$ cat src/sapm_pkg.sv
// Package of constants and types for the absolute position monitor and mode block.
package sapm_pkg;

    // Word addresses of the 16-bit parameter words.
    localparam logic [9:0] ADDR_TURN_LO = 10'h066;
    localparam logic [9:0] ADDR_TURN_HI = 10'h067;
    localparam logic [9:0] ADDR_SINGLE_LO = 10'h068;
    localparam logic [9:0] ADDR_SINGLE_HI = 10'h069;
    localparam logic [9:0] ADDR_FILT = 10'h06a;
    localparam logic [9:0] ADDR_FILT_HI = 10'h06b;
    localparam logic [9:0] ADDR_LOWER_LO = 10'h06c;
    localparam logic [9:0] ADDR_LOWER_HI = 10'h06d;
    localparam logic [9:0] ADDR_UPPER_LO = 10'h06e;
    localparam logic [9:0] ADDR_UPPER_HI = 10'h06f;
    localparam logic [9:0] ADDR_MODE = 10'h102;
    localparam logic [9:0] ADDR_MODE_HI = 10'h103;
    localparam logic [9:0] ADDR_UNIT_SEL = 10'h140;

    // Field positions and reset values.
    localparam int FILT_MS_LSB = 0;
    localparam int FILT_MS_W = 4;
    localparam logic [15:0] FILT_MAX = 16'h000f;
    localparam int UNIT_SEL_BIT = 1;
    localparam logic [15:0] FILT_RESET = 16'h0000;
    localparam logic [31:0] BOUND_RESET = 32'h0000_0000;
    localparam logic [15:0] MODE_RESET = 16'h0004;
    localparam logic [15:0] UNIT_SEL_RESET = 16'h0000;

    // Mode codes held in the low byte of the mode word.
    localparam logic [7:0] MODE_SPEED = 8'h04;
    localparam logic [7:0] MODE_TORQUE = 8'h05;
    localparam logic [7:0] MODE_NET = 8'h0b;

    // Per-turn resolution and millisecond tick derivation.
    localparam int TURN_RES = 1280000;
    localparam int CLK_MHZ = 100;
    localparam int MS_PER_TICK = 1;
    localparam int CYC_PER_MS = MS_PER_TICK * CLK_MHZ * 1000;

    // Decoded operating mode.
    typedef enum logic [1:0] {
        SAPM_MODE_NONE,
        SAPM_MODE_SPEED,
        SAPM_MODE_TORQUE,
        SAPM_MODE_NET
    } sapm_mode_t;

    // Command source selection handed to the drive core.
    typedef struct packed {
        sapm_mode_t mode;
        logic zero_cmd;
        logic [1:0] cmd_index;
    } sapm_cmd_t;

    // Encoder absolute position sample.
    typedef struct packed {
        logic signed [15:0] turns;
        logic [31:0] pulses;
        logic signed [31:0] user_pos;
    } sapm_pos_t;

endpackage

$ cat src/sapm_cmd_select.sv
// Control-mode decode and internal command source selection.
`timescale 1ns/1ps
module sapm_cmd_select (
    input wire logic [7:0] mode_code,
    input wire logic speed_select_in0,
    input wire logic speed_select_in1,
    input wire logic torque_select_in0,
    input wire logic torque_select_in1,
    output sapm_pkg::sapm_cmd_t cmd
);
    import sapm_pkg::*;

    // Decode the mode and pick the command source from the inputs.
    always_comb begin
        cmd = '0;
        case (mode_code)
            MODE_SPEED: begin
                cmd.mode = SAPM_MODE_SPEED;
                cmd.cmd_index = {speed_select_in1, speed_select_in0};
            end
            MODE_TORQUE: begin
                cmd.mode = SAPM_MODE_TORQUE;
                cmd.cmd_index = {torque_select_in1, torque_select_in0};
            end
            MODE_NET: begin
                cmd.mode = SAPM_MODE_NET;
            end
            default: begin
                cmd.mode = SAPM_MODE_NONE;
            end
        endcase
        // Index zero means the zero-speed command in both internal modes.
        cmd.zero_cmd = (cmd.mode == SAPM_MODE_SPEED || cmd.mode == SAPM_MODE_TORQUE)
            && (cmd.cmd_index == 2'b00);
    end
endmodule

$ cat src/sapm_ms_tick.sv
// Millisecond tick generator for the monitor hold filter.
`timescale 1ns/1ps
module sapm_ms_tick #(
    parameter int CYCLES = sapm_pkg::CYC_PER_MS
) (
    input wire logic core_clk,
    input wire logic rst_n,
    output logic tick
);
    import sapm_pkg::*;

    // Counter of clock cycles within one millisecond.
    logic [31:0] cnt_ff;

    // Count up and pulse once per millisecond.
    always_ff @(posedge core_clk or negedge rst_n) begin
        if (!rst_n) begin
            cnt_ff <= 32'h0;
            tick <= 1'b0;
        end else if (cnt_ff == 32'(CYCLES - 1)) begin
            cnt_ff <= 32'h0;
            tick <= 1'b1;
        end else begin
            cnt_ff <= cnt_ff + 32'h1;
            tick <= 1'b0;
        end
    end
endmodule

$ cat src/sapm_top.sv
// Parameter registers, position readout, windowed hold filter and mode select.
`timescale 1ns/1ps
module sapm_top #(
    parameter int TICK_CYCLES = sapm_pkg::CYC_PER_MS,
    parameter int RESOLUTION = sapm_pkg::TURN_RES
) (
    input wire logic core_clk,
    input wire logic resetn,
    input wire logic [9:0] avs_address,
    input wire logic avs_read,
    input wire logic avs_write,
    input wire logic [15:0] avs_writedata,
    input wire logic [1:0] avs_byteenable,
    output logic [15:0] avs_readdata,
    output logic avs_waitrequest,
    input wire sapm_pkg::sapm_pos_t enc_pos,
    input wire logic signed [31:0] first_monitored_variable,
    input wire logic speed_select_in0,
    input wire logic speed_select_in1,
    input wire logic torque_select_in0,
    input wire logic torque_select_in1,
    output logic signed [31:0] monitor_out,
    output sapm_pkg::sapm_cmd_t cmd_out
);
    import sapm_pkg::*;

    // Reset synchroniser stages; the second one resets the design.
    logic rst_meta_ff;
    logic rst_n_ff;
    // Software-written parameters.
    logic [15:0] filt_ff;
    logic signed [31:0] lower_ff;
    logic signed [31:0] upper_ff;
    logic [15:0] mode_ff;
    logic [15:0] unit_sel_ff;
    // Bus handshake state: one wait cycle, then the answer cycle.
    logic ack_ff;
    // Hold filter state.
    logic [3:0] hold_cnt_ff;
    logic signed [31:0] last_in_ff;
    logic pending_ff;
    // Position readout values and decoded command.
    logic [31:0] turn_val;
    logic [31:0] single_val;
    logic [15:0] nxt_rdata;
    logic ms_tick;
    logic in_window;
    logic user_units;
    sapm_cmd_t cmd_now;

    // Release reset through two flip-flops so the design leaves reset cleanly.
    always_ff @(posedge core_clk or negedge resetn) begin
        if (!resetn) begin
            rst_meta_ff <= 1'b0;
            rst_n_ff <= 1'b0;
        end else begin
            rst_meta_ff <= 1'b1;
            rst_n_ff <= rst_meta_ff;
        end
    end

    // Millisecond time base for the filter.
    sapm_ms_tick #(
        .CYCLES(TICK_CYCLES)
    ) u_tick (
        .core_clk(core_clk),
        .rst_n(rst_n_ff),
        .tick(ms_tick)
    );

    // Mode decode and command source selection.
    sapm_cmd_select u_sel (
        .mode_code(mode_ff[7:0]),
        .speed_select_in0(speed_select_in0),
        .speed_select_in1(speed_select_in1),
        .torque_select_in0(torque_select_in0),
        .torque_select_in1(torque_select_in1),
        .cmd(cmd_now)
    );

    // Merge a 16-bit write into the selected half of a 32-bit value.
    function automatic logic [31:0] put_half(input logic [31:0] old, input logic hi,
                                             input logic [15:0] wd, input logic [1:0] be);
        logic [15:0] half;
        half = hi ? old[31:16] : old[15:0];
        if (be[0]) begin
            half[7:0] = wd[7:0];
        end
        if (be[1]) begin
            half[15:8] = wd[15:8];
        end
        return hi ? {half, old[15:0]} : {old[31:16], half};
    endfunction

    // Merge a 16-bit write into a 16-bit register under byte enables.
    // A function result cannot be part-selected, so the merge lands in a local first.
    function automatic logic [15:0] put_word(input logic [15:0] old, input logic [15:0] wd,
                                             input logic [1:0] be);
        logic [31:0] merged;
        merged = put_half({16'h0, old}, 1'b0, wd, be);
        return merged[15:0];
    endfunction

    // The unit-select bit picks pulses or user units.
    assign user_units = unit_sel_ff[UNIT_SEL_BIT];

    // Turn count: sign-extended turns in pulse mode, zero in user units.
    always_comb begin
        if (user_units) begin
            turn_val = 32'h0;
        end else begin
            turn_val = {{16{enc_pos.turns[15]}}, enc_pos.turns};
        end
    end

    // Single-turn value: clamped pulse count or signed user position.
    always_comb begin
        if (user_units) begin
            single_val = enc_pos.user_pos;
        end else if (enc_pos.pulses >= 32'(RESOLUTION)) begin
            single_val = 32'(RESOLUTION - 1);
        end else begin
            single_val = enc_pos.pulses;
        end
    end

    // Read multiplexer; unmapped words read as zero.
    always_comb begin
        case (avs_address)
            ADDR_TURN_LO: nxt_rdata = turn_val[15:0];
            ADDR_TURN_HI: nxt_rdata = turn_val[31:16];
            ADDR_SINGLE_LO: nxt_rdata = single_val[15:0];
            ADDR_SINGLE_HI: nxt_rdata = single_val[31:16];
            ADDR_FILT: nxt_rdata = filt_ff;
            ADDR_LOWER_LO: nxt_rdata = lower_ff[15:0];
            ADDR_LOWER_HI: nxt_rdata = lower_ff[31:16];
            ADDR_UPPER_LO: nxt_rdata = upper_ff[15:0];
            ADDR_UPPER_HI: nxt_rdata = upper_ff[31:16];
            ADDR_MODE: nxt_rdata = mode_ff;
            ADDR_UNIT_SEL: nxt_rdata = unit_sel_ff;
            default: nxt_rdata = 16'h0;
        endcase
    end

    // Bus handshake: waitrequest is high until the answer cycle.
    // A fixed one-cycle wait keeps read data registered and outputs flop-driven.
    always_ff @(posedge core_clk or negedge rst_n_ff) begin
        if (!rst_n_ff) begin
            ack_ff <= 1'b0;
            avs_waitrequest <= 1'b1;
            avs_readdata <= 16'h0;
        end else if ((avs_read || avs_write) && !ack_ff) begin
            ack_ff <= 1'b1;
            avs_waitrequest <= 1'b0;
            avs_readdata <= nxt_rdata;
        end else begin
            ack_ff <= 1'b0;
            avs_waitrequest <= 1'b1;
            avs_readdata <= avs_readdata;
        end
    end

    // Register writes take effect on the answer edge only.
    always_ff @(posedge core_clk or negedge rst_n_ff) begin
        if (!rst_n_ff) begin
            filt_ff <= FILT_RESET;
            lower_ff <= BOUND_RESET;
            upper_ff <= BOUND_RESET;
            mode_ff <= MODE_RESET;
            unit_sel_ff <= UNIT_SEL_RESET;
        end else if (avs_write && ack_ff) begin
            case (avs_address)
                ADDR_FILT: begin
                    // Values above the maximum are refused and leave the register as is.
                    if (put_word(filt_ff, avs_writedata, avs_byteenable) <= FILT_MAX) begin
                        filt_ff <= put_word(filt_ff, avs_writedata, avs_byteenable);
                    end
                end
                ADDR_LOWER_LO, ADDR_LOWER_HI: begin
                    lower_ff <= put_half(lower_ff, avs_address[0], avs_writedata,
                                         avs_byteenable);
                end
                ADDR_UPPER_LO, ADDR_UPPER_HI: begin
                    upper_ff <= put_half(upper_ff, avs_address[0], avs_writedata,
                                         avs_byteenable);
                end
                ADDR_MODE: mode_ff <= put_word(mode_ff, avs_writedata, avs_byteenable);
                ADDR_UNIT_SEL: begin
                    unit_sel_ff <= put_word(unit_sel_ff, avs_writedata, avs_byteenable);
                end
                default: begin
                    // Read-only and unmapped words ignore writes.
                end
            endcase
        end
    end

    // Window test on the first monitored variable, bounds inclusive.
    assign in_window = (first_monitored_variable >= lower_ff)
        && (first_monitored_variable <= upper_ff);

    // Hold filter: outside the window the output follows at once; inside it
    // a change is published once the filter time's number of millisecond ticks has passed.
    // A zero filter time passes changes straight through.
    always_ff @(posedge core_clk or negedge rst_n_ff) begin
        if (!rst_n_ff) begin
            monitor_out <= 32'sh0;
            last_in_ff <= 32'sh0;
            hold_cnt_ff <= 4'h0;
            pending_ff <= 1'b0;
        end else begin
            last_in_ff <= first_monitored_variable;
            if (!in_window || filt_ff[FILT_MS_LSB +: FILT_MS_W] == 4'h0) begin
                monitor_out <= first_monitored_variable;
                pending_ff <= 1'b0;
                hold_cnt_ff <= 4'h0;
            end else if (first_monitored_variable != last_in_ff) begin
                // A new change restarts the hold time.
                pending_ff <= 1'b1;
                hold_cnt_ff <= 4'h0;
            end else if (pending_ff && ms_tick) begin
                if (hold_cnt_ff + 4'h1 >= filt_ff[FILT_MS_LSB +: FILT_MS_W]) begin
                    monitor_out <= first_monitored_variable;
                    pending_ff <= 1'b0;
                    hold_cnt_ff <= 4'h0;
                end else begin
                    hold_cnt_ff <= hold_cnt_ff + 4'h1;
                end
            end
        end
    end

    // Registered command selection toward the drive core.
    always_ff @(posedge core_clk or negedge rst_n_ff) begin
        if (!rst_n_ff) begin
            cmd_out <= '0;
        end else begin
            cmd_out <= cmd_now;
        end
    end
endmodule

$ cat config.mk
export PLATFORM = sky130hd
export DESIGN_NAME = sapm_top
export DESIGN_NICKNAME = d
export VERILOG_FILES = /design/src/sapm_pkg.sv /design/src/sapm_cmd_select.sv /design/src/sapm_ms_tick.sv /design/src/sapm_top.sv
export SDC_FILE = /design/constraint.sdc
export NUM_CORES = 1
export LEC_CHECK = 0
export BUFFER_PORTS_ARGS = -buffer_cell sky130_fd_sc_hd__buf_2
export CAP_MARGIN = 40
export CORE_MARGIN = 2
export CORE_UTILIZATION = 55
export CTS_CLUSTER_DIAMETER = 150
export DETAILED_ROUTE_END_ITERATION = 10
export PLACE_DENSITY = 0.79
export SLEW_MARGIN = 30
export SYNTH_ARGS = -nofsm -noshare
export SYNTH_HDL_FRONTEND = slang
export SYNTH_SLANG_ARGS = --single-unit
$ cat constraint.sdc
create_clock -name core_clk -period 10.7 [get_ports core_clk]
set_input_delay 0.535 -clock core_clk [delete_from_list [all_inputs] [get_ports core_clk]]
set_output_delay 0.535 -clock core_clk [all_outputs]
set_load 0.02 [all_outputs]
**Word level (Yosys, flattened, before mapping)**

Cells that the tools add are included.
Widths: inputs -> output; s select.

- Flip-flop bits (word level): 239
- Bits of input ports: 148
- Output and inout port bits: 54
- Word-level logic and storage cells: 113

- Add/subtract/negate cells: 2
- $lt $le $gt $ge: 5
- Equal/unequal tests: 19
- Mux-type cells: 34
- Bitwise gates (word level): 1
- Reductions and logical operators: 29

Operators with widths:

| kind | number |
|---|---|
| $mux 32 | 8 |
| $pmux 16 s11 | 1 |
| $eq 10x7->1 const B | 9 |
| $mux 8 | 10 |
| $add 32x1->32 const B | 1 |
| $eq 32x17->1 const B | 1 |
| $ge 32x21->1 const B | 1 |
| $ge 32x32->1 | 1 |
| $le 32x32->1 | 1 |
| $mux 16 | 2 |
| $ne 32x32->1 | 1 |
| $reduce_and 3->1 | 10 |
| $eq 10x9->1 const B | 2 |
| $eq 8x3->1 const B | 2 |
| $le 16x4->1 const B | 1 |
| $mux 4 | 4 |
| $eq 8x4->1 const B | 1 |
| $mux 1 | 7 |
| $pmux 2 s3 | 1 |
| $reduce_bool 3->1 | 2 |
| $logic_and 1x1->1 | 5 |
| $add 4x1->4 const B | 1 |
| $ge 4x4->1 | 1 |
| $logic_not 4->1 | 1 |
| 11 further kinds | 16 |

**Depth between registers and ports, before layout**

Gate-level depths: netlist of the first run.

- Word-level depth: 6
- Depth in mapped cells: 11
- Depth with buffers taken out: 10

**Hierarchy**

From an unflattened synthesis of the first run, not the netlist that was laid out.

- Cell total of the unflattened synthesis: 1137
- Area total of the unflattened synthesis: 12451.9 µm²

By module, submodules not included:

| module | instances | cells each | area each (µm²) | seq. area each (µm²) |
|---|---|---|---|---|
| sapm_top | 1 | 977 | 10727.8 | 5157.4 |
| sapm_ms_tick | 1 | 144 | 1592.8 | 825.8 |
| sapm_cmd_select | 1 | 16 | 131.4 | 0.0 |

**Worst setup path after synthesis of the first run**

OpenSTA, ideal clock, no wires.

- Kind: input port to flip-flop
- From: input first_monitored_variable[14]
- To: register monitor_out[10]
- Setup time: 0.125 ns
- Data arrival time: 2.819 ns
- Slack: 7.756 ns
- Cell stages on the path: 10
- Buffers on the path: 1
- Cells stage by stage: ha_1 > a21oi_1 > nand2_1 > a21o_1 > o41a_1 > nor4_2 > mux2_2 > nand4_4 > buf_6 > mux2_4

- Cells in the longest elaborated chain, start to end: 6

Ends and longest elaborated chain:

| what | RTL line | text |
|---|---|---|
| start: declaration | sapm_top.sv:17 | `input wire logic signed [31:0] first_monitored_variable,` |
| $ge 32x32->1 / $le 32x32->1 (equally long branches) | sapm_top.sv:199, sapm_top.sv:200 |  |
| $logic_and 1x1->1 | sapm_top.sv:200 | `&& (first_monitored_variable <= upper_ff);` |
| $logic_not 1->1 | sapm_top.sv:213 | `if (!in_window \|\| filt_ff[FILT_MS_LSB +: FILT_MS_W] == 4'h0) begin` |
| $logic_or 1x1->1 | sapm_top.sv:213 |  |
| $ne 2x2->1 (no source line) / $reduce_bool 2->1 (equally long branches) | - |  |
| $reduce_and 3->1 (no source line) | - |  |
| end signal: assignment | sapm_top.sv:214 | `monitor_out <= first_monitored_variable;` |
| end signal: assignment | sapm_top.sv:223 | `monitor_out <= first_monitored_variable;` |
| end: declaration | sapm_top.sv:22 | `output logic signed [31:0] monitor_out,` |

Parallel ways exist; a longest one is shown, timed or not.
A chain may end at the register's enable or synchronous reset.

**Final worst setup path of the first run**

- From: register upper_ff[14]
- To: register monitor_out[1]

- Cells in the longest elaborated chain, start to end: 6

Ends and longest elaborated chain:

| what | RTL line | text |
|---|---|---|
| start: declaration | sapm_top.sv:33 | `logic signed [31:0] upper_ff;` |
| start signal: assignment | sapm_top.sv:184 | `upper_ff <= put_half(upper_ff, avs_address[0], avs_writedata,` |
| $le 32x32->1 (*) | sapm_top.sv:200 |  |
| $logic_and 1x1->1 (*) | sapm_top.sv:200 |  |
| $logic_not 1->1 (*) | sapm_top.sv:213 |  |
| $logic_or 1x1->1 (*) | sapm_top.sv:213 |  |
| $ne 2x2->1 (no source line) / $reduce_bool 2->1 (equally long branches) | - |  |
| $reduce_and 3->1 (no source line) | - |  |

Every way passes the cells marked *; elsewhere a longest branch is shown, timed or not.

==> reports/results.ini, run 1 <==
[critical_path]
cp_slowest_stage_delay_ns=0.42
start_kind=flop
endpoint=monitor_out[1]$_DFFE_PN0P_
critPathArrivalTime_ns=3.68
rr_endpoint=monitor_out[1]$_DFFE_PN0P_
crit_fanout=23
cp_cell_sequence=inv_1 -> ha_1 -> a21oi_1 -> nand2_1 -> a21o_1 -> o41a_1 -> nor4_2 -> mux2_2 -> nand4_4 -> buf_12 -> mux2_2
required_ns=11.10
crit_cells=11
reg2reg_depth=11
reg2reg_from=upper_ff[14]$_DFFE_PN0P_
worst_path_most_repeated_cell=mux2_2
r2r_slack_ns=7.42
crit_path_start=upper_ff[14]$_DFFE_PN0P_
crit_slowest_cell=o41a_1
critPathCaptureType=flop
critPathKind=reg2reg
path_buf_inv=2
path_delay_family=multiplexers

[timing]
setup_viol=0
period_share_pct=30.7
fin_tns_setup_ns=0
whs_ns=0.189
finalHoldViolCount=0
max_slew_margin_pct=43.4
tightestPinTransition_ns=0.849
period_minus_slack_ns=3.28
fin_skew_ns=0.0176
rsz0062_at_grt=false
report.final.slew_viol_count=0
fmax_ghz=0.305

[power]
irDropWorstVdd_mv=0.145
power.total_w=0.00200
p_leak_nw=6.95
p_per_area_nw_per_um2=135

[synth]
yosysWarnings=0
yosys_most_used_dff=dfrtp_1
synthCells=1201
synth_cell_types=59
ys_ff_latch=239
yosysSeqAreaShare_pct=47.6
syn_nets=1419
synthArstFlopShare_pct=100
avgSynthCellArea_um2=10.5
synth_edf_count=0
netlist_area_um2=12600

[floorplanning]
design.die.area_um2=24100
start_util_pct=55.7
row_count=55
dieHeight_um=155
io_pins=202
die_w_um=155
core_area_um2=22600

[cells_and_area]
antenna-diode-count=0
drive_gt1_share_pct=25.3
fin_cells=1707
fillers=1787
nets=1622
syn2layout_area_growth_pct=17.8

[cts]
tritoncts=built
cts_root_buf=clkbuf_16
clk_pin_slew_ns=0.06
worstSkewPairLatency_ns=0.53
cts.sinks=239
cts_inserted_buffers=25
htree_levels=1
clockBufferDepth=3

[placed_design]
dp_hpwl_mm=26.5
post-place-cells=1660
port_buffers=201
globalplace.congestion=0.906

[drt]
drtIter0Drc=1050
ant_nets=0
route.detailed.drc=0
vias=10500
drt-total-wl_mm=35.4
post_drt_wl_per_cell_um=20.7
first_pass_iters=6
vias_per_cell=6.16

[global_route]
grt_max_degree=82
antenna_found_initial=2
grt_pass1_wl_mm=55.8
grt_pass1_vias=10400
gr-total-overflow=0
grt_usage_pct=29.3

[run_status]
outcome=finished, final reports clean

[worst_hold_path]
hp-start=first_monitored_variable[0]
hold_class=in2reg

[run]
drv_cap=0

-- synthesized netlist by cell type, types with 5 or more instances --
library cell,count,area [um2]
dfrtp_1,237,5930
buf_2,5,25.0
ha_1,70,876
mux2_2,63,709
xor2_1,12,105
a21oi_1,71,355
nand2_1,89,334
nand4_1,35,219
a211oi_1,7,52.6
o21ai_0,77,385
a22oi_1,34,255
nand3_1,40,200
nor2_1,82,308
clkbuf_1,30,113
and2_1,20,125
inv_1,70,263
a21o_1,8,60.1
nor3_1,14,70.1
and3_1,10,62.6
o221ai_1,12,105
nor2b_1,6,37.5
a221oi_1,19,166
nor4_1,17,106
mux2_4,30,450
nand2b_1,15,93.8
mux2i_1,22,220
and4_1,5,43.8
xnor2_1,52,455
-- layer usage --
| layer | up-vias | GRT usage [%] | part of all wire, % |
|---|---|---|---|
| met1 | 5159 | 39.5 | 40 |
| li1 | 4739 | - | - |
| met2 | 517 | 49.4 | 49 |
| met3 | 106 | 3.06 | 6.8 |
| met5 | - | 0 | 0 |
| met4 | 0 | 11.0 | 4.0 |
-- sequential cells by signal, summed over array words and instances, names as in the netlist --
name and count:
ack_ff 1, avs_readdata 16, avs_waitrequest 1, cmd_out 5, filt_ff 16, hold_cnt_ff 4
last_in_ff 32, lower_ff 32, mode_ff 16, monitor_out 32, pending_ff 1, rst_meta_ff 1
rst_n_ff 1, u_tick.cnt_ff 32, u_tick.tick 1, unit_sel_ff 16, upper_ff 32
-- placed cells by master (no fill, tap or decap), types with 4 or more instances in the layout --
master     netlist  routed
dfrtp_1        237     236
buf_2            5     201
nand2_1         89      89
nor2_1          82      82
o21ai_0         77      77
a21oi_1         71      71
inv_1           70      70
ha_1            70      70
mux2_2          63      63
xnor2_1         52      52
nand3_1         40      40
nand4_1         35      35
a22oi_1         34      34
mux2_4          30      30
clkbuf_16        0      25
mux2i_1         22      22
and2_1          20      20
a221oi_1        19      19
nor4_1          17      16
nand2b_1        15      15
nor3_1          14      14
xor2_1          12      12
o221ai_1        12      12
and3_1          10      10
buf_4            1      10
a21o_1           8       8
a211oi_1         7       7
nor2b_1          6       6
clkbuf_8         0       6
clkbuf_1        30       6
and4_1           5       5
o22a_1           4       4
clkinv_2         0       4
-- how the worst min path moves through the flow --
stage / endpoint / depth (start not counted)
floorplan: rst_meta_ff$_DFF_PN0_ / 0
global placement: rst_meta_ff$_DFF_PN0_ / 1
detailed placement: monitor_out[18]$_DFFE_PN0P_ / 0
CTS: last_in_ff[0]$_DFF_PN0_ / 1
global route: last_in_ff[0]$_DFF_PN0_ / 1
finish: last_in_ff[0]$_DFF_PN0_ / 1
-- metrics by stage --
stage          cell area (um2)  utilization, %  setup slack [ns]
6_report                 14800            65.6              7.42
5_1_grt                  14800            65.6              7.25
4_1_cts                  14800            65.6              7.46
3_5_place_dp             13900            61.8              7.24
3_3_place_gp             13900            61.4              7.10
2_1_floorplan            12600               -              3.55
-- power by group --
part	switching [W]	internal, W	total (W)
clock network	0.000356	0.000543	0.000899
logic	0.000103	0.0000687	0.000171
registers	0.0000119	0.000920	0.000932
total	0.000471	0.00153	0.00200
-- final cells by class --
type	instances	area (um2)	share of cell area [%]
tap	285	357	2.41
inverter	71	267	1.80
clock inverter	8	118	0.794
sequential	239	5990	40.4
multi-input combinational	850	6180	41.7
clock buffer	37	731	4.93
timing repair buffer	217	1180	7.96
-- repair_timing --
action,4_1_cts,5_1_grt
buffers inserted,0,0
resized for setup,0,0
hold buffers,1,0
hold endpoints to repair,2,0
-- cell families after synthesis --
kind of cell / count (synthesis) / share of synthesized area [%]
AND/OR/NAND/NOR: 348 / 13.9
buffers and inverters: 112 / 3.61
multiplexers: 115 / 11.0
XOR/XNOR: 64 / 4.46
adder cells (fa/ha/maj): 70 / 6.96
AO/OA/AOI/OAI: 252 / 12.5
flip-flops: 239 / 47.6
other: 1 / 0.0298
No activity file was read; power rests on OpenSTA's default activity.
==> inputs of run 2 (changes only) <==
Settings changed: ABC_AREA from default to 1, CORE_UTILIZATION 55 to 52, PLACE_DENSITY 0.79 to 0.78.
Clock period 10.7 ns to 2.6 ns, I/O delays scaled along.
==> reports/results.ini, run 2 <==
[cts]
clk_pin_slew_ns=0.06
cts_inserted_buffers=27
clockBufferDepth=3
htree_levels=1
cts_root_buf=clkbuf_16
postCtsSetupRepairBufs=0
tritoncts=built
worstSkewPairLatency_ns=0.55
cts.sinks=239

[floorplanning]
dieHeight_um=166
row_count=59
die_w_um=166
core_area_um2=25800
io_pins=202
start_util_pct=52.6
design.die.area_um2=27500

[timing]
fmax_ghz=0.410
finalHoldViolCount=0
period_share_pct=93.8
tightestPinTransition_ns=0.606
finalWorstSetupSlack_ns=0.161
period_minus_slack_ns=2.44
max_slew_margin_pct=59.5
setup_viol=0
whs_ns=0.0166
fin_skew_ns=0.0295
report.final.slew_viol_count=0

[synth]
synthTopCellsByArea=dfrtp_1 (44%), nand2_1 (13%), ha_1 (6.4%)
synthCells=1760
yosysMostFrequentCell=nand2_1
ys_ff_latch=239
synth_common_cells=nand2_1 (465), dfrtp_1 (237), inv_1 (206)
synth_largest_area_cell=dfrtp_1
synthArstFlopShare_pct=100
synth_edf_count=0
yosys.area.top_type_share_pct=43.6
yosysSeqAreaShare_pct=44.0
yosysWarnings=0
yosys_most_used_dff=dfrtp_1
synth_cell_types=47
netlist_area_um2=13600
avgSynthCellArea_um2=7.73
syn_nets=1978

[drt]
drt-total-wl_mm=42.5
post_drt_wl_per_cell_um=17.8
vias=13500
ant_nets=0
route.detailed.drc=0
wl_met3_mm=3.59
drtIter0Drc=1579
top_layer_used=met4
routed-wl-met2_mm=20.3
first_pass_iters=6
m1WireLength_mm=16.5
vias_per_cell=5.66

[critical_path]
worst_path_most_repeated_cell=nand2_1
path_buf_inv=2
critPathArrivalTime_ns=2.93
r2r_slack_ns=0.16
start_kind=flop
required_ns=3.09
cp_cell_sequence=inv_1 -> ha_1 -> nand2_1 -> nor2_1 -> nand2_1 -> nor4_2 -> nand2_1 -> nand2_1 -> nand2_1 -> nand3_1 -> nand2_1 -> nor2_4 -> buf_12 -> nand3_1 -> nand2_1
cp_slowest_stage_delay_ns=0.40
crit_fanout=20
critPathKind=reg2reg
path_delay_family=simple AND/OR/NAND/NOR gates
critPathCaptureType=flop
crit_slowest_cell=dfrtp_1

[cells_and_area]
layout_commonest_cell=nand2_1
multiInputGateArea_um2=6560
nets=2250
antenna-diode-count=0
fin_area_um2=16700
drive_gt1_share_pct=15.6
final_cell_mix=nand2_1 (465), dfrtp_1 (236), inv_1 (205), buf_2 (201), nor2_1 (147)
seqCellArea_um2=5990
syn2layout_area_growth_pct=23.1
fillers=2154

[worst_hold_path]
hold_class=in2reg

[placed_design]
globalplace.congestion=0.940
dp_hpwl_mm=31.3
dpl_worst_slack_ns=0.257
port_buffers=201
placed_cell_area_um2=15100

[global_route]
grt_pass1_vias=13300
grt_usage_pct=30.0
grt_pass1_wl_mm=67.0
gr-total-overflow=0
antenna_found_initial=0
grt_max_degree=57

[run]
drv_cap=0

[power]
p_per_area_nw_per_um2=532
power.total_w=0.00890
p_leak_nw=8.44
irDropWorstVdd_mv=0.484

[run_status]
outcome=finished, final reports clean

==> run 2: per-stage QoR <==
step	utilization, %	instances	setup TNS [ns]
after CTS	64.6	2384	0
after global placement	58.5	2271	0
final	64.8	2386	0
after global routing	64.8	2386	-0.00112
after detailed placement	58.5	2271	0
after floorplan	-	1760	0
==> run 2: cell type report <==
class	count	area share [%]
Inverter	214	4.80
Clock inverter	8	0.732
Clock buffer	40	4.80
Tap cell	335	2.50
Timing Repair Buffer	302	12.3
Sequential cell	239	35.8
Multi-Input combinational cell	1248	39.1
==> run 2: layer usage <==
metal	GRT usage (%)	vias to the layer above
met5	0	-
met4	13.6	0
met3	5.45	175
met2	49.7	675
met1	38.5	6341
li1	-	6317
==> run 2: report_power, final <==
part           switching (W)  total (W)  internal (W)  leakage [nW]
logic               0.000639    0.00105      0.000406          4.89
clock network        0.00155    0.00398       0.00243         0.459
registers          0.0000611    0.00388       0.00382          3.09
total                0.00225    0.00890       0.00665          8.44
==> run 2: cells by family (layout without fill, tap and decap cells) <==
family | after synthesis | in the layout | share of synthesized area [%]
AOI/OAI and AO/OA | 306 | 306 | 12.7
xor gates and xnor gates | 48 | 48 | 3.09
adders and majority gates | 70 | 70 | 6.44
buffers and inverters | 273 | 564 | 7.87
DFF | 239 | 239 | 44.0
other | 1 | 1 | 0.0276
and+or+nand+nor | 823 | 823 | 25.9
==> run 2: tightest hold or removal path: cells and delay by family <==
kind          cells  cell delay [ns]
simple gates      4             0.30
buf+inv           1             0.08
==> run 2: path summary, 6_finish.rpt <==
| kind | start | cells after the start | end |
|---|---|---|---|
| setup reg to reg | lower_ff[27]$_DFFE_PN0P_ | 15 | monitor_out[28]$_DFFE_PN0P_ |
| max in group asynchronous | rst_n_ff$_DFF_PN0_ | 2 | monitor_out[11]$_DFFE_PN0P_ |
| hold reg to reg | rst_n_ff$_DFF_PN0_ | 0 | monitor_out[25]$_DFFE_PN0P_ |
| setup / recovery | lower_ff[27]$_DFFE_PN0P_ | 15 | monitor_out[28]$_DFFE_PN0P_ |
| hold / removal | enc_pos[22] | 5 | avs_readdata[6]$_DFFE_PN0P_ |
| min in group asynchronous | rst_n_ff$_DFF_PN0_ | 0 | monitor_out[25]$_DFFE_PN0P_ |
==> run 2: timing repair <==
action,CTS,global route
hold buffers,65,0
setup endpoints to repair,0,36
hold endpoints to repair,115,0
resized for setup,0,3
==> inputs of run 3 (changes only) <==
Settings changed: CORE_UTILIZATION 52 to 38, CTS_CLUSTER_DIAMETER 150 to 50, PLACE_DENSITY 0.78 to 0.67.
==> reports/results.ini, run 3 (synthesis results as in run 2) <==
[global_route]
gr-total-overflow=0
antenna_found_initial=0
grt_max_degree=67
grt_pass1_vias=12900
grt_pass1_wl_mm=69.2
grt_usage_pct=23.8

[critical_path]
critPathKind=reg2reg
path_buf_inv=2
critPathArrivalTime_ns=2.86
cp_slowest_stage_delay_ns=0.41
critPathCaptureType=flop
crit_fanout=20
required_ns=3.05
worst_path_most_repeated_cell=nand2_1
path_delay_family=simple AND/OR/NAND/NOR gates
start_kind=flop
crit_slowest_cell=dfrtp_1
cp_cell_sequence=inv_1 -> ha_1 -> nand2_1 -> nor2_2 -> nand2_1 -> nor4_4 -> nand2_1 -> nand2_1 -> nand2_1 -> nand3_1 -> nand2_1 -> nor2_4 -> clkbuf_16 -> nand3_1 -> nand2_1

[power]
p_leak_nw=8.53
switchingPower_w=0.00255
power.total_w=0.00963
p_per_area_nw_per_um2=563
p_clk_share_pct=49.0
p_sw_share_pct=26.5
power.share.sequential_pct=40.4
internal-power_w=0.00708
combPwrFrac_pct=10.6
irDropWorstVdd_mv=0.523

[cts]
clk_pin_slew_ns=0.06
cts_inserted_buffers=36
tritoncts=built
htree_levels=2
cts.sinks=239
cts_root_buf=clkbuf_16
clockBufferDepth=3
worstSkewPairLatency_ns=0.52

[worst_hold_path]
hold_class=in2reg

[run_status]
outcome=finished, final reports clean

[cells_and_area]
antenna-diode-count=0
nets=2258
layout_commonest_cell=nand2_1
utilization_pct=48.4
drive_gt1_share_pct=16.2
final_cell_mix=nand2_1 (465), dfrtp_1 (236), inv_1 (206), buf_2 (201), nor2_1 (146)
syn2layout_area_growth_pct=25.9

[floorplanning]
design.die.area_um2=37300
start_util_pct=38.4
io_pins=202
die_w_um=193
core_area_um2=35400
row_count=69
dieHeight_um=193

[drt]
route.detailed.drc=0
post_drt_wl_per_cell_um=17.8
ant_nets=0
vias=13200
vias_per_cell=5.23
drt-total-wl_mm=45.0
first_pass_iters=6
drtIter0Drc=1118

[timing]
fin_skew_ns=0.0250
setup_viol=0
fin_tns_setup_ns=0
tightestPinTransition_ns=0.614
rsz0062_at_grt=false
fmax_ghz=0.415
period_minus_slack_ns=2.41
period_share_pct=92.6
finalHoldViolCount=0
report.final.slew_viol_count=0
max_slew_margin_pct=59.1

[placed_design]
port_buffers=201
dp_hpwl_mm=33.7
globalplace.congestion=0.947

[run]
drv_cap=0

run 3: worst reg2reg max path, cell delays in order, from the launching register on:
cell       delay, ns
dfrtp_1         0.41
inv_1           0.09
ha_1            0.30
nand2_1         0.09
nor2_2          0.18
nand2_1         0.13
nor4_4          0.17
nand2_1         0.10
nand2_1         0.06
nand2_1         0.05
nand3_1         0.09
nand2_1         0.10
nor2_4          0.19
clkbuf_16       0.22
nand3_1         0.09
nand2_1         0.07
run 3: metrics by stage:
stage	hold WS (ns)	setup slack [ns]	std cells	cell area, um2
after floorplan	-0.166	0.192	1760	13600
after global placement	-0.0843	0.280	2398	15200
after detailed placement	-0.0829	0.233	2398	15200
after CTS	0.00658	0.196	2526	17100
after global routing	0.0421	0.0102	2527	17100
final	0.0135	0.192	2527	17100
run 3: final timing paths:
kind / slack [ns] / startpoint / endpoint / cells after the start
worst max-delay path: 0.19 / lower_ff[27]$_DFFE_PN0P_ / monitor_out[12]$_DFFE_PN0P_ / 15
worst min-delay path: 0.01 / enc_pos[42] / avs_readdata[10]$_DFFE_PN0P_ / 7
worst max register to register: 0.19 / lower_ff[27]$_DFFE_PN0P_ / monitor_out[12]$_DFFE_PN0P_ / 15
worst min register to register: 0.29 / rst_n_ff$_DFF_PN0_ / monitor_out[25]$_DFFE_PN0P_ / 0
max in group asynchronous: 1.49 / rst_n_ff$_DFF_PN0_ / mode_ff[2]$_DFFE_PN1P_ / 1
min in group asynchronous: 0.29 / rst_n_ff$_DFF_PN0_ / monitor_out[25]$_DFFE_PN0P_ / 0
run 3: per-layer routing:
| layer | routed length, um | share of wire, % | global-route usage [%] |
|---|---|---|---|
| met5 | 0 | 0 | 0 |
| met2 | 21500 | 48 | 39.2 |
| met1 | 18800 | 42 | 30.6 |
| met4 | 2130 | 4.7 | 12.0 |
| met3 | 2580 | 5.7 | 3.64 |
run 3: power by group through the flow:
stage / combinational [W] / clock (W) / sequential, W
after global placement: 0.000909 / 0 / 0.00396
after global routing: 0.00114 / 0.00495 / 0.00390
after detailed placement: 0.000928 / 0 / 0.00396
after CTS: 0.00101 / 0.00479 / 0.00389
final: 0.00102 / 0.00472 / 0.00389
after floorplan: 0.000405 / 0 / 0.00406
run 3: cell type report:
class | instances | area (um2)
clock buffer | 47 | 1000
clock inverter | 17 | 171
fill | 3428 | 18300
inverter | 214 | 803
multi-input combinational | 1248 | 6580
sequential | 239 | 5990
tap | 461 | 577
timing repair buffer | 301 | 2000
run 3: repair_timing:
action,CTS,global route
setup buffers,0,0
gates resized for setup,0,4
hold endpoints to repair,114,0
hold buffers,64,0
endpoints found under the setup margin,0,33
